## config.mk

```make
export PLATFORM = sky130hd
export DESIGN_NAME = sis_supervisor
export DESIGN_NICKNAME = d
export VERILOG_FILES = /design/src/sis_pkg.sv /design/src/sis_supervisor.sv
export SDC_FILE = /design/constraint.sdc
export NUM_CORES = 1
export LEC_CHECK = 0
export BUFFER_PORTS_ARGS = -buffer_cell sky130_fd_sc_hd__clkbuf_2
export CORE_MARGIN = 3
export CORE_UTILIZATION = 51
export DETAILED_ROUTE_END_ITERATION = 12
export PLACE_DENSITY = 0.78
export SLEW_MARGIN = 15
export SYNTH_ARGS = -nofsm -noshare
export SYNTH_HDL_FRONTEND = slang
export SYNTH_SLANG_ARGS = --single-unit
```

## constraint.sdc

```tcl
create_clock -name clk_i -period 2 [get_ports clk_i]
set_input_delay 0.4 -clock clk_i [delete_from_list [all_inputs] [get_ports clk_i]]
set_output_delay 0.4 -clock clk_i [all_outputs]
set_load 0.01 [all_outputs]
```

## src/sis_pkg.sv

```systemverilog
// package for the shutter interlock supervisor: register map, field layout, timing
package sis_pkg;

  // ----------------------------------------------------------------
  // register map (byte addresses on the wishbone slave)
  // ----------------------------------------------------------------
  localparam logic [3:0] ADDR_CTRL = 4'h0;
  localparam logic [3:0] ADDR_STATUS = 4'h4;
  localparam logic [3:0] ADDR_IRQ_STAT = 4'h8;
  localparam logic [3:0] ADDR_IRQ_EN = 4'hc;
  localparam logic [3:0] ADDR_IRQ_CLR = 4'h4;

  // ----------------------------------------------------------------
  // field positions
  // ----------------------------------------------------------------
  // ctrl
  localparam int CTRL_TEMP_BIT = 0;
  // status
  localparam int ST_OPEN = 0;
  localparam int ST_CLOSED = 1;
  localparam int ST_SHUT_FLT = 2;
  localparam int ST_TEMP_FLT = 3;
  localparam int ST_LASER_EN = 4;
  localparam int ST_SHUT_EN = 5;
  localparam int ST_MOD_EN = 6;
  localparam int ST_STATE_LO = 8;
  // event bits
  localparam int EV_SHUT_FLT = 0;
  localparam int EV_TEMP_FLT = 1;
  localparam int EV_SYS_LOOP_OPEN = 2;
  localparam int EV_SHUT_LOOP_OPEN = 3;
  localparam int EV_WIDTH = 4;

  localparam logic [3:0] EV_RESET = 4'h0;
  localparam logic [3:0] IRQ_EN_RESET = 4'h0;

  // ----------------------------------------------------------------
  // timing
  // ----------------------------------------------------------------
  localparam int CLK_HZ = 25000000;
  localparam int TRAVEL_MS = 100;
  localparam int TRAVEL_CYCLES = (CLK_HZ / 1000) * TRAVEL_MS;
  localparam int CNT_W = 24;

  // ----------------------------------------------------------------
  // types
  // ----------------------------------------------------------------
  typedef enum logic [1:0] {
    SH_CLOSED = 2'b00,
    SH_OPENING = 2'b01,
    SH_OPEN = 2'b10,
    SH_CLOSING = 2'b11
  } sis_shutter_type;

  typedef struct packed {
    logic shutter_cmd;
    logic pos_open;
    logic pos_closed;
    logic sys_loop;
    logic shut_loop;
    logic temp_alarm;
  } sis_inputs_type;

endpackage : sis_pkg

```

## src/sis_supervisor.sv

```systemverilog
// shutter and interlock supervisor with a wishbone register slave
//
// Summary of operation
// open status high only when a shutter is fitted and fully open
// open status held low while any system fault is present
// shutter command high requests open, low requests closed; drive follows it
// shutter fault when travel in either direction exceeds allowed time
// shutter fault when commanded closed yet closed position not sensed
// shutter fault latches and shuts the system down
// over-temperature fault when any monitor reports out-of-range temperature
// over-temperature fault latches and shuts the system down
// open system loop prevents laser operation, overriding every other input
// shutter enabled only with shutter loop closed; loop alone never stops system
// integrator leaves shutter loop open when no shutter is fitted
// internal laser enable flag from system loop gates all laser operation
// closed status only when fitted and closed, low during latched faults
// modulation permitted only while system loop input is asserted
// travel time is a cycle-count parameter; faults clear only on reset
// every asynchronous input passes two flip-flops before use
`timescale 1ns/10ps

module sis_supervisor #(
  parameter int TRAVEL_LIMIT = sis_pkg::TRAVEL_CYCLES
) (
  // clock and reset
  input wire logic clk_i,
  input wire logic rst_i,
  // wishbone slave
  input wire logic wb_cyc_i,
  input wire logic wb_stb_i,
  input wire logic wb_we_i,
  input wire logic [3:0] wb_adr_i,
  input wire logic [3:0] wb_sel_i,
  input wire logic [31:0] wb_dat_i,
  output logic [31:0] wb_dat_o,
  output logic wb_ack_o,
  // controller lines
  input wire logic shutter_cmd_i,
  input wire logic sys_loop_i,
  input wire logic shut_loop_i,
  // shutter position sensors and temperature monitors
  input wire logic pos_open_i,
  input wire logic pos_closed_i,
  input wire logic [3:0] temp_alarm_i,
  // shutter drive and laser gating
  output logic shutter_drive_o,
  output logic laser_en_o,
  output logic mod_en_o,
  // status lines
  output logic open_status_o,
  output logic closed_status_o,
  output logic shutter_fault_o,
  output logic temp_fault_o,
  output logic irq_o
);

  // ----------------------------------------------------------------
  // input synchronisers
  // ----------------------------------------------------------------
  sis_pkg::sis_inputs_type raw, meta_r, sync_r;

  always_comb begin
    raw.shutter_cmd = shutter_cmd_i;
    raw.pos_open = pos_open_i;
    raw.pos_closed = pos_closed_i;
    raw.sys_loop = sys_loop_i;
    raw.shut_loop = shut_loop_i;
    raw.temp_alarm = |temp_alarm_i;
  end

  // first stage feeds only the second
  always_ff @(posedge clk_i) begin
    if (rst_i) begin
      meta_r <= '0;
      sync_r <= '0;
    end else begin
      meta_r <= raw;
      sync_r <= meta_r;
    end
  end

  // ----------------------------------------------------------------
  // enables
  // ----------------------------------------------------------------
  logic shut_flt_r, temp_flt_r;
  logic laser_flag;
  logic sys_fault;
  logic shutter_en;

  assign sys_fault = shut_flt_r | temp_flt_r;
  // system loop overrides everything else
  assign laser_flag = sync_r.sys_loop & ~sys_fault;
  // a shutter loop left open means no shutter is fitted; laser is unaffected
  assign shutter_en = sync_r.shut_loop & ~sys_fault;

  // ----------------------------------------------------------------
  // shutter travel tracking
  // ----------------------------------------------------------------
  sis_pkg::sis_shutter_type sh_r;
  logic [sis_pkg::CNT_W-1:0] travel_r;
  logic travel_timeout;
  logic closed_missing;

  function automatic logic is_moving(input sis_pkg::sis_shutter_type s);
    is_moving = (s == sis_pkg::SH_OPENING) || (s == sis_pkg::SH_CLOSING);
  endfunction : is_moving

  always_ff @(posedge clk_i) begin
    if (rst_i) begin
      sh_r <= sis_pkg::SH_CLOSED;
    end else if (!shutter_en) begin
      sh_r <= sis_pkg::SH_CLOSED;
    end else begin
      unique case (sh_r)
        sis_pkg::SH_CLOSED: begin
          if (sync_r.shutter_cmd) sh_r <= sis_pkg::SH_OPENING;
        end
        sis_pkg::SH_OPENING: begin
          if (!sync_r.shutter_cmd) sh_r <= sis_pkg::SH_CLOSING;
          else if (sync_r.pos_open && !sync_r.pos_closed) sh_r <= sis_pkg::SH_OPEN;
        end
        sis_pkg::SH_OPEN: begin
          if (!sync_r.shutter_cmd) sh_r <= sis_pkg::SH_CLOSING;
        end
        sis_pkg::SH_CLOSING: begin
          if (sync_r.shutter_cmd) sh_r <= sis_pkg::SH_OPENING;
          else if (sync_r.pos_closed && !sync_r.pos_open) sh_r <= sis_pkg::SH_CLOSED;
        end
      endcase
    end
  end

  // counter restarts on each direction change
  always_ff @(posedge clk_i) begin
    if (rst_i) begin
      travel_r <= '0;
    end else if (!is_moving(sh_r) || !shutter_en) begin
      travel_r <= '0;
    end else if ((sh_r == sis_pkg::SH_OPENING) != sync_r.shutter_cmd) begin
      travel_r <= '0;
    end else if (travel_r != TRAVEL_LIMIT[sis_pkg::CNT_W-1:0]) begin
      travel_r <= travel_r + 1'b1;
    end
  end

  assign travel_timeout = is_moving(sh_r) && shutter_en &&
                          (travel_r == TRAVEL_LIMIT[sis_pkg::CNT_W-1:0]);
  // settled in closed state but sensor not showing closed (open, both or neither)
  assign closed_missing = shutter_en && (sh_r == sis_pkg::SH_CLOSED) && !sync_r.shutter_cmd &&
                          !(sync_r.pos_closed && !sync_r.pos_open);

  // ----------------------------------------------------------------
  // latched faults, cleared by reset only
  // ----------------------------------------------------------------
  always_ff @(posedge clk_i) begin
    if (rst_i) begin
      shut_flt_r <= 1'b0;
    end else if (travel_timeout || closed_missing) begin
      shut_flt_r <= 1'b1;
    end
  end

  always_ff @(posedge clk_i) begin
    if (rst_i) begin
      temp_flt_r <= 1'b0;
    end else if (sync_r.temp_alarm) begin
      temp_flt_r <= 1'b1;
    end
  end

  // ----------------------------------------------------------------
  // outputs
  // ----------------------------------------------------------------
  always_ff @(posedge clk_i) begin
    if (rst_i) begin
      shutter_drive_o <= 1'b0;
      laser_en_o <= 1'b0;
      mod_en_o <= 1'b0;
      open_status_o <= 1'b0;
      closed_status_o <= 1'b0;
      shutter_fault_o <= 1'b0;
      temp_fault_o <= 1'b0;
    end else begin
      shutter_drive_o <= shutter_en & sync_r.shutter_cmd;
      laser_en_o <= laser_flag;
      mod_en_o <= laser_flag & sync_r.sys_loop;
      open_status_o <= shutter_en & sync_r.pos_open & ~sync_r.pos_closed;
      closed_status_o <= shutter_en & sync_r.pos_closed & ~sync_r.pos_open;
      shutter_fault_o <= shut_flt_r;
      temp_fault_o <= temp_flt_r;
    end
  end

  // ----------------------------------------------------------------
  // interrupt events
  // ----------------------------------------------------------------
  logic [sis_pkg::EV_WIDTH-1:0] ev_stat_r, ev_en_r, ev_now, ev_clr;
  logic sys_loop_d_r, shut_loop_d_r;
  logic wr_req, rd_req;

  assign wr_req = wb_cyc_i & wb_stb_i & wb_we_i & ~wb_ack_o & wb_sel_i[0];
  assign rd_req = wb_cyc_i & wb_stb_i & ~wb_we_i & ~wb_ack_o;

  always_ff @(posedge clk_i) begin
    if (rst_i) begin
      sys_loop_d_r <= 1'b0;
      shut_loop_d_r <= 1'b0;
    end else begin
      sys_loop_d_r <= sync_r.sys_loop;
      shut_loop_d_r <= sync_r.shut_loop;
    end
  end

  always_comb begin
    ev_now = '0;
    ev_now[sis_pkg::EV_SHUT_FLT] = (travel_timeout | closed_missing) & ~shut_flt_r;
    ev_now[sis_pkg::EV_TEMP_FLT] = sync_r.temp_alarm & ~temp_flt_r;
    ev_now[sis_pkg::EV_SYS_LOOP_OPEN] = sys_loop_d_r & ~sync_r.sys_loop;
    ev_now[sis_pkg::EV_SHUT_LOOP_OPEN] = shut_loop_d_r & ~sync_r.shut_loop;
    ev_clr = '0;
    if (wr_req && wb_adr_i == sis_pkg::ADDR_IRQ_CLR) ev_clr = wb_dat_i[sis_pkg::EV_WIDTH-1:0];
  end

  // a new event wins over a clear in the same cycle
  always_ff @(posedge clk_i) begin
    if (rst_i) ev_stat_r <= sis_pkg::EV_RESET;
    else ev_stat_r <= (ev_stat_r & ~ev_clr) | ev_now;
  end

  always_ff @(posedge clk_i) begin
    if (rst_i) ev_en_r <= sis_pkg::IRQ_EN_RESET;
    else if (wr_req && wb_adr_i == sis_pkg::ADDR_IRQ_EN) ev_en_r <= wb_dat_i[sis_pkg::EV_WIDTH-1:0];
  end

  always_ff @(posedge clk_i) begin
    if (rst_i) irq_o <= 1'b0;
    else irq_o <= |(((ev_stat_r & ~ev_clr) | ev_now) & ev_en_r);
  end

  // ----------------------------------------------------------------
  // wishbone slave: one registered ack per request, a cycle after the strobe
  // ----------------------------------------------------------------
  always_ff @(posedge clk_i) begin
    if (rst_i) wb_ack_o <= 1'b0;
    else wb_ack_o <= wb_cyc_i & wb_stb_i & ~wb_ack_o;
  end

  // status and irq-clear share an offset: reads give status, writes clear events
  always_ff @(posedge clk_i) begin
    if (rst_i) begin
      wb_dat_o <= '0;
    end else if (rd_req) begin
      wb_dat_o <= '0;
      unique case (wb_adr_i)
        sis_pkg::ADDR_CTRL: wb_dat_o[sis_pkg::CTRL_TEMP_BIT] <= temp_flt_r;
        sis_pkg::ADDR_STATUS: begin
          wb_dat_o[sis_pkg::ST_OPEN] <= open_status_o;
          wb_dat_o[sis_pkg::ST_CLOSED] <= closed_status_o;
          wb_dat_o[sis_pkg::ST_SHUT_FLT] <= shut_flt_r;
          wb_dat_o[sis_pkg::ST_TEMP_FLT] <= temp_flt_r;
          wb_dat_o[sis_pkg::ST_LASER_EN] <= laser_flag;
          wb_dat_o[sis_pkg::ST_SHUT_EN] <= shutter_en;
          wb_dat_o[sis_pkg::ST_MOD_EN] <= mod_en_o;
          wb_dat_o[sis_pkg::ST_STATE_LO +: 2] <= sh_r;
        end
        sis_pkg::ADDR_IRQ_STAT: wb_dat_o[sis_pkg::EV_WIDTH-1:0] <= ev_stat_r;
        sis_pkg::ADDR_IRQ_EN: wb_dat_o[sis_pkg::EV_WIDTH-1:0] <= ev_en_r;
        default: wb_dat_o <= '0;
      endcase
    end
  end

endmodule : sis_supervisor

```

== Word-level counts from Yosys, hierarchy flattened ==
Cells that the tools add are included.

* Multiplexer cells: 12
* Reductions and logical operators: 25
* $add $sub $neg: 1
* Bitwise gates (word level): 35
* Equal/unequal tests: 13

{| class="wikitable"
|+ Operator list
! cell !! number
|-
| adder 24 x 1 -> 24 bit, second input constant || 1
|-
| equality test 24 x 22 -> 1 bit, second input constant || 1
|-
| != test 24 x 22 -> 1 bit, second input constant || 1
|-
| bitwise AND 1 bit || 19
|-
| 2-to-1 mux 2 bit || 7
|-
| NOT 1 bit || 10
|-
| logical AND 1 bit || 9
|-
| one-hot mux 3 bit (3 select lines) || 1
|-
| bitwise AND 4 bit || 2
|-
| equality test 4 bit, second input constant || 2
|-
| one-hot mux 2 bit (4 select lines) || 1
|-
| OR reduction 4 bit || 2
|-
| zero test 1 bit || 6
|-
| != test 3 bit, second input constant || 2
|-
| equality test 2 bit, second input constant || 2
|-
| equality test 4 x 3 -> 1 bit, second input constant || 1
|-
| zero test 4 bit || 1
|-
| 2-to-1 mux 4 bit || 1
|-
| != test 2 bit, second input constant || 2
|-
| NOT 4 bit || 1
|-
| bitwise OR 4 bit || 1
|-
| one-hot mux 1 bit (4 select lines) || 1
|-
| AND reduction 4 bit || 1
|-
| logical OR 1 bit || 3
|-
| other kinds (7) || 8
|}

* Word-level logic and storage cells: 116
* Output and inout port bits: 41
* Flip-flop bits (word level): 68
* Input port bits: 54

== Logic depth before layout (Yosys ltp) ==
* Word-level depth: 11
* Mapped depth: 7
* Mapped depth without buffers: 7

== Worst setup path after synthesis ==
Ideal clock, no wire load.

* Path kind: input -> register
* Start point: input port wb_adr_i[2]
* End point: register irq_o
* Path buffers: 1
* Library setup time: 128 ps
* Setup slack: 308 ps
* Arrival: 1565 ps
* Stages on the path: 6
* Data required time: 1872 ps
* Path through: buf_4 -> or4b_4 -> o41ai_2 -> a21oi_1 -> a22oi_2 -> o211ai_1

* Cells in the longest elaborated chain, start to end: 8

{| class="wikitable"
|+ RTL lines
! item !! line !! text
|-
| start: declaration || sis_supervisor.sv:32 || <nowiki>input wire logic [3:0] wb_adr_i,</nowiki>
|-
| equality test 4 x 3 -> 1 bit || sis_supervisor.sv:221 || <nowiki>if (wr_req && wb_adr_i == sis_pkg::ADDR_IRQ_CLR) ev_clr = wb_dat_i[sis_pkg::EV_WIDTH-1:0];</nowiki>
|-
| logical AND 1 bit || sis_supervisor.sv:221 ||
|-
| 2-to-1 mux 4 bit || sis_supervisor.sv:221 ||
|-
| NOT 4 bit || sis_supervisor.sv:237 || <nowiki>else irq_o <= |(((ev_stat_r & ~ev_clr) | ev_now) & ev_en_r);</nowiki>
|-
| bitwise AND 4 bit || sis_supervisor.sv:237 ||
|-
| bitwise OR 4 bit || sis_supervisor.sv:237 ||
|-
| bitwise AND 4 bit || sis_supervisor.sv:237 ||
|-
| OR reduction 4 bit || sis_supervisor.sv:237 ||
|-
| end signal: assignment || sis_supervisor.sv:237 ||
|-
| end: declaration || sis_supervisor.sv:54 || <nowiki>output logic irq_o</nowiki>
|}

No other way between the ends.
A chain may end at the register's enable or synchronous reset.

== Final worst setup path ==
* Start point: register travel_r[0] (netlist bit)
* End point: register irq_o

* Cells in the longest elaborated chain, start to end: 7

{| class="wikitable"
|+ RTL lines
! item !! line !! text
|-
| start: declaration || sis_supervisor.sv:100 || <nowiki>logic [sis_pkg::CNT_W-1:0] travel_r;</nowiki>
|-
| start signal: assignment || sis_supervisor.sv:142 || <nowiki>travel_r <= travel_r + 1'b1;</nowiki>
|-
| equality test 24 x 22 -> 1 bit || sis_supervisor.sv:147 || <nowiki>(travel_r == TRAVEL_LIMIT[sis_pkg::CNT_W-1:0]);</nowiki>
|-
| logical AND 1 bit || sis_supervisor.sv:146 || <nowiki>assign travel_timeout = is_moving(sh_r) && shutter_en &&</nowiki>
|-
| bitwise OR 1 bit || sis_supervisor.sv:216 || <nowiki>ev_now[sis_pkg::EV_SHUT_FLT] = (travel_timeout | closed_missing) & ~shut_flt_r;</nowiki>
|-
| bitwise AND 1 bit || sis_supervisor.sv:216 ||
|-
| bitwise OR 4 bit || sis_supervisor.sv:237 ||
|-
| bitwise AND 4 bit || sis_supervisor.sv:237 ||
|-
| OR reduction 4 bit || sis_supervisor.sv:237 ||
|}

No other way between the ends.

==> flow_results.org <==
** Run
- Max Cap Viol :: 0

** Global routing
- Initial antenna violation count :: 0
- Wire length of the first global-routing pass :: 8763 µm
- GRT overflow :: 0
- Entering global routing, the biggest net connects 35 pins.
- Overall routing resource usage :: 0.1704
- Via count of the first global-routing pass :: 2085

** Logic synthesis
- Post-synth ARST share :: 0
- Number of enable-type register cells in the synthesized netlist :: 0
- Area leader, netlist :: dfxtp_1
- After technology mapping, the gate count stands at 324.
- Top area cells in the synthesized netlist :: dfxtp_1 45%, buf_4 6.3%, nor2_1 6.3%
- In this run, distinct cell masters in the synthesized netlist total 47.
- The synthesized netlist occupies a cell area of 0.002979 mm².
- In this run the mean area of a mapped cell was 9.195 µm².
- Share of Yosys cell area claimed by the top area cell type :: 0.4502
- For this run, the register share of the synthesized area comes to 0.4502.
- Counting flops and latches in the post-synthesis netlist gives 67.
- Yosys Warn Count :: 0
- Most used flip-flop cell after synthesis :: dfxtp_1

** Route
- Before antenna repair, the detailed router went through 4 iterations.
- The highest layer touched by signal routing is met4.
- Routed length on met1 :: 2340 µm
- In the routed design, unresolved DRC markers number 0.
- Wirelength, routed :: 5260 µm
- Number of vias per cell after detailed routing :: 4.964
- Number of nets with antenna violations after routing :: 0
- Via count :: 2199
- Met3 wire length :: 314 µm
- Detailed routing placed a total of 2539 µm of wire on met2.
- Mean routed wirelength per cell :: 11.87 µm
- After the first detailed-routing iteration, the DRC count stood at 51.

** Timing
- Fmax :: 570.1 MHz
- The tightest hold path in the finished design has a slack of 0.2585 ns.
- Transition time at the pin with the least slew margin :: 0.5220 ns
- The final hold violation count is 0.
- The number of max-slew violations in the final report was 0.
- Clock Skew :: 0.005483 ns
- Setup repair after global routing left no endpoint under its margin.
- Dividing the final minimum period by the clock period gives 0.8770.
- Relative slew margins :: 0.6520
- For the final routed database, the setup TNS stands at 0 ns.
- Final setup fails :: 0
- Final min period :: 1.754 ns

** Floorplan
- For this configuration, the core starts out at a cell density of 0.5345.
- Die width :: 82.43 µm
- The total area inside the core boundary comes to 0.005574 mm².
- Die Outline Area :: 0.006795 mm²
- In this run the core area contains 27 standard-cell rows.
- In this run the vertical extent of the chip is 82.43 µm.
- In this run the count of I/O pins placed on the die edge is 95.

** Clock tree
- CTS H-tree lvls :: 3
- Post-CTS repair changed the size of 0 cells.
- Clock insertion delay at the later pin of the skew report :: 0.33 ns
- The cell sitting at the root of the clock tree is a clkbuf_8.
- CTS tree :: yes
- Number of sinks handled by clock tree synthesis :: 67
- Buffer levels on the longest clock path :: 2
- Once the clock tree was built, the setup fixing pass inserted 0 buffers.
- The number of hold buffers added after CTS was 0.
- Buffers inserted during clock tree synthesis total 9.
- Clock-pin slew was measured on the worst setup and hold paths at 0.07 ns.

** Worst setup path
- The largest single stage delay on the critical path is 0.42 ns.
- Startpoint of the most critical setup path :: travel_r[0]
- STA classifies the critical path endpoint as a flop.
- Cells traversed along the worst timing path :: inv_1, ha_1, and3b_1, nand4_1, nor4_4, a211oi_1, o211ai_1
- Arrival @ worst endpoint :: 2.01 ns
- Classification of the worst setup path :: flop to flop
- In this run the worst path has a maximum fanout of 5.
- The slowest stage of the critical path is the nor4_4 cell.
- The worst setup path is launched from a flop.
- At the worst endpoint, the required time is 2.25 ns.
- The startpoint identified for the worst register-to-register timing path is travel_r[0].

** Power and ir drop
- Summing internal, switching and leakage power gives 2.557 mW.
- Leakage power :: 1.311 nW
- Power spread over the standard cell area amounts to 762.0 mW/mm².
- Worst IR Drop VDD :: 559.3 µV

** Final layout
- Layout overhead on the synthesized area :: 12.64%
- Fraction of layout instances using a drive strength above 1 :: 0.1914
- Fill cell count :: 513
- Across the whole layout, storage elements account for 0.001341 mm².
- After the last flow step, the layout net total stands at 429.
- Number of inserted diodes :: 0
- Summing all multi-input logic gate instances after layout gives 0.001439 mm².

** Placement
- Detailed placer's ending HPWL :: 3997 µm
- Weighted congestion at the end of routability-driven global placement :: 0.8210
- Buffers placed on the I/O ports in this run total 40.

** Worst hold path
- The min-delay analysis places its worst path in the category primary input to flop.
- The startpoint identified for the worst hold timing path is rst_i.

** Outcome
- Run status :: finished, final reports clean
==> cells in the final DEF, fill, tap and decap left out, drive strengths merged, types with 5 or more instances in the layout <==
| cell | count |
|---|---|
| nor2b | 17 |
| conb | 23 |
| a21oi | 13 |
| xor2 | 7 |
| nand4 | 5 |
| nand2 | 17 |
| nand3 | 12 |
| nand2b | 7 |
| inv | 13 |
| mux2i | 6 |
| dfxtp | 67 |
| ha | 8 |
| nor3 | 6 |
| nor2 | 50 |
| xnor2 | 15 |
| buf | 6 |
| clkbuf | 49 |
==> registers in the layout, summed over array words and instances, names as in the netlist, 2 cells and up <==
signal     flops
travel_r      24
meta_r         6
ev_stat_r      4
sync_r         6
ev_en_r        4
wb_dat_o       9
sh_r           2
==> where the power goes <==
group          internal (mW)  switching [mW]
registers               1.36          0.0107
logic                 0.0499          0.0760
clock network          0.570           0.494
==> final cells by class <==
| type | count | share of cell area |
|---|---|---|
| clock inverter | 6 | 0.02013 |
| tap | 72 | 0.02685 |
| inverter | 13 | 0.01454 |
| clock buffer | 9 | 0.03691 |
| multi-input combinational | 230 | 0.4288 |
| sequential | 67 | 0.3997 |
| timing repair buffer | 46 | 0.07308 |
==> per-stage QoR <==
stage                     utilization  cell area (µm²)  cells  setup slack (ns)
final                          0.6020             3356    443            0.2459
after global routing           0.6020             3356    443           0.01131
after CTS                      0.6020             3356    443            0.2138
after detailed placement       0.5677             3164    428            0.1315
after global placement         0.5677             3164    428            0.1669
after floorplan                     -             3062    346            0.3076
==> routing by layer <==
layer | up-vias | track usage
met1 | 1014 | 0.1871
met4 | 0 | 0.07143
met2 | 53 | 0.2949
met5 | - | 0
met3 | 6 | 0.06182
li1 | 1126 | -
==> kinds of logic after synthesis <==
logic type,Yosys count,share of synthesized area
AO/OA/AOI/OAI,30,0.07140
XOR/XNOR,22,0.06468
adder cells (fa/ha/maj),8,0.03360
buffers and inverters,49,0.09450
flip-flops,67,0.4502
multiplexers,10,0.04032
other,1,0.001259
AND/OR/NAND/NOR,137,0.2440
==> worst max-delay path: cells and delay by family, from the launching register on <==
| family | cells | cell delay [ns] |
|---|---|---|
| simple gates | 3 | 0.71 |
| fa+ha+maj | 1 | 0.17 |
| compound gates | 2 | 0.37 |
| buf+inv | 1 | 0.09 |
| flops | 1 | 0.34 |
==> synth_stat cells, drive strengths merged, types with 2 or more instances <==
master	number
dfxtp	67
nor2	50
buf	29
nand2	17
nor2b	17
xnor2	15
a21oi	13
inv	13
nand3	12
ha	8
clkbuf	7
nand2b	7
xor2	7
mux2i	6
nor3	6
nand4	5
a22oi	4
and3	4
and4	4
a211oi	3
a22o	3
mux2	3
nor4b	3
o41ai	3
and2	2
nor4	2
==> worst paths after layout <==
check / cells after the start / slack [ns] / endpoint
setup reg to reg: 7 / 0.25 / irq_o
setup / recovery: 7 / 0.25 / irq_o
hold / removal: 2 / 0.26 / shut_loop_d_r
hold reg to reg: 1 / 0.44 / sync_r[5]
(Power assumes the default switching activity.)
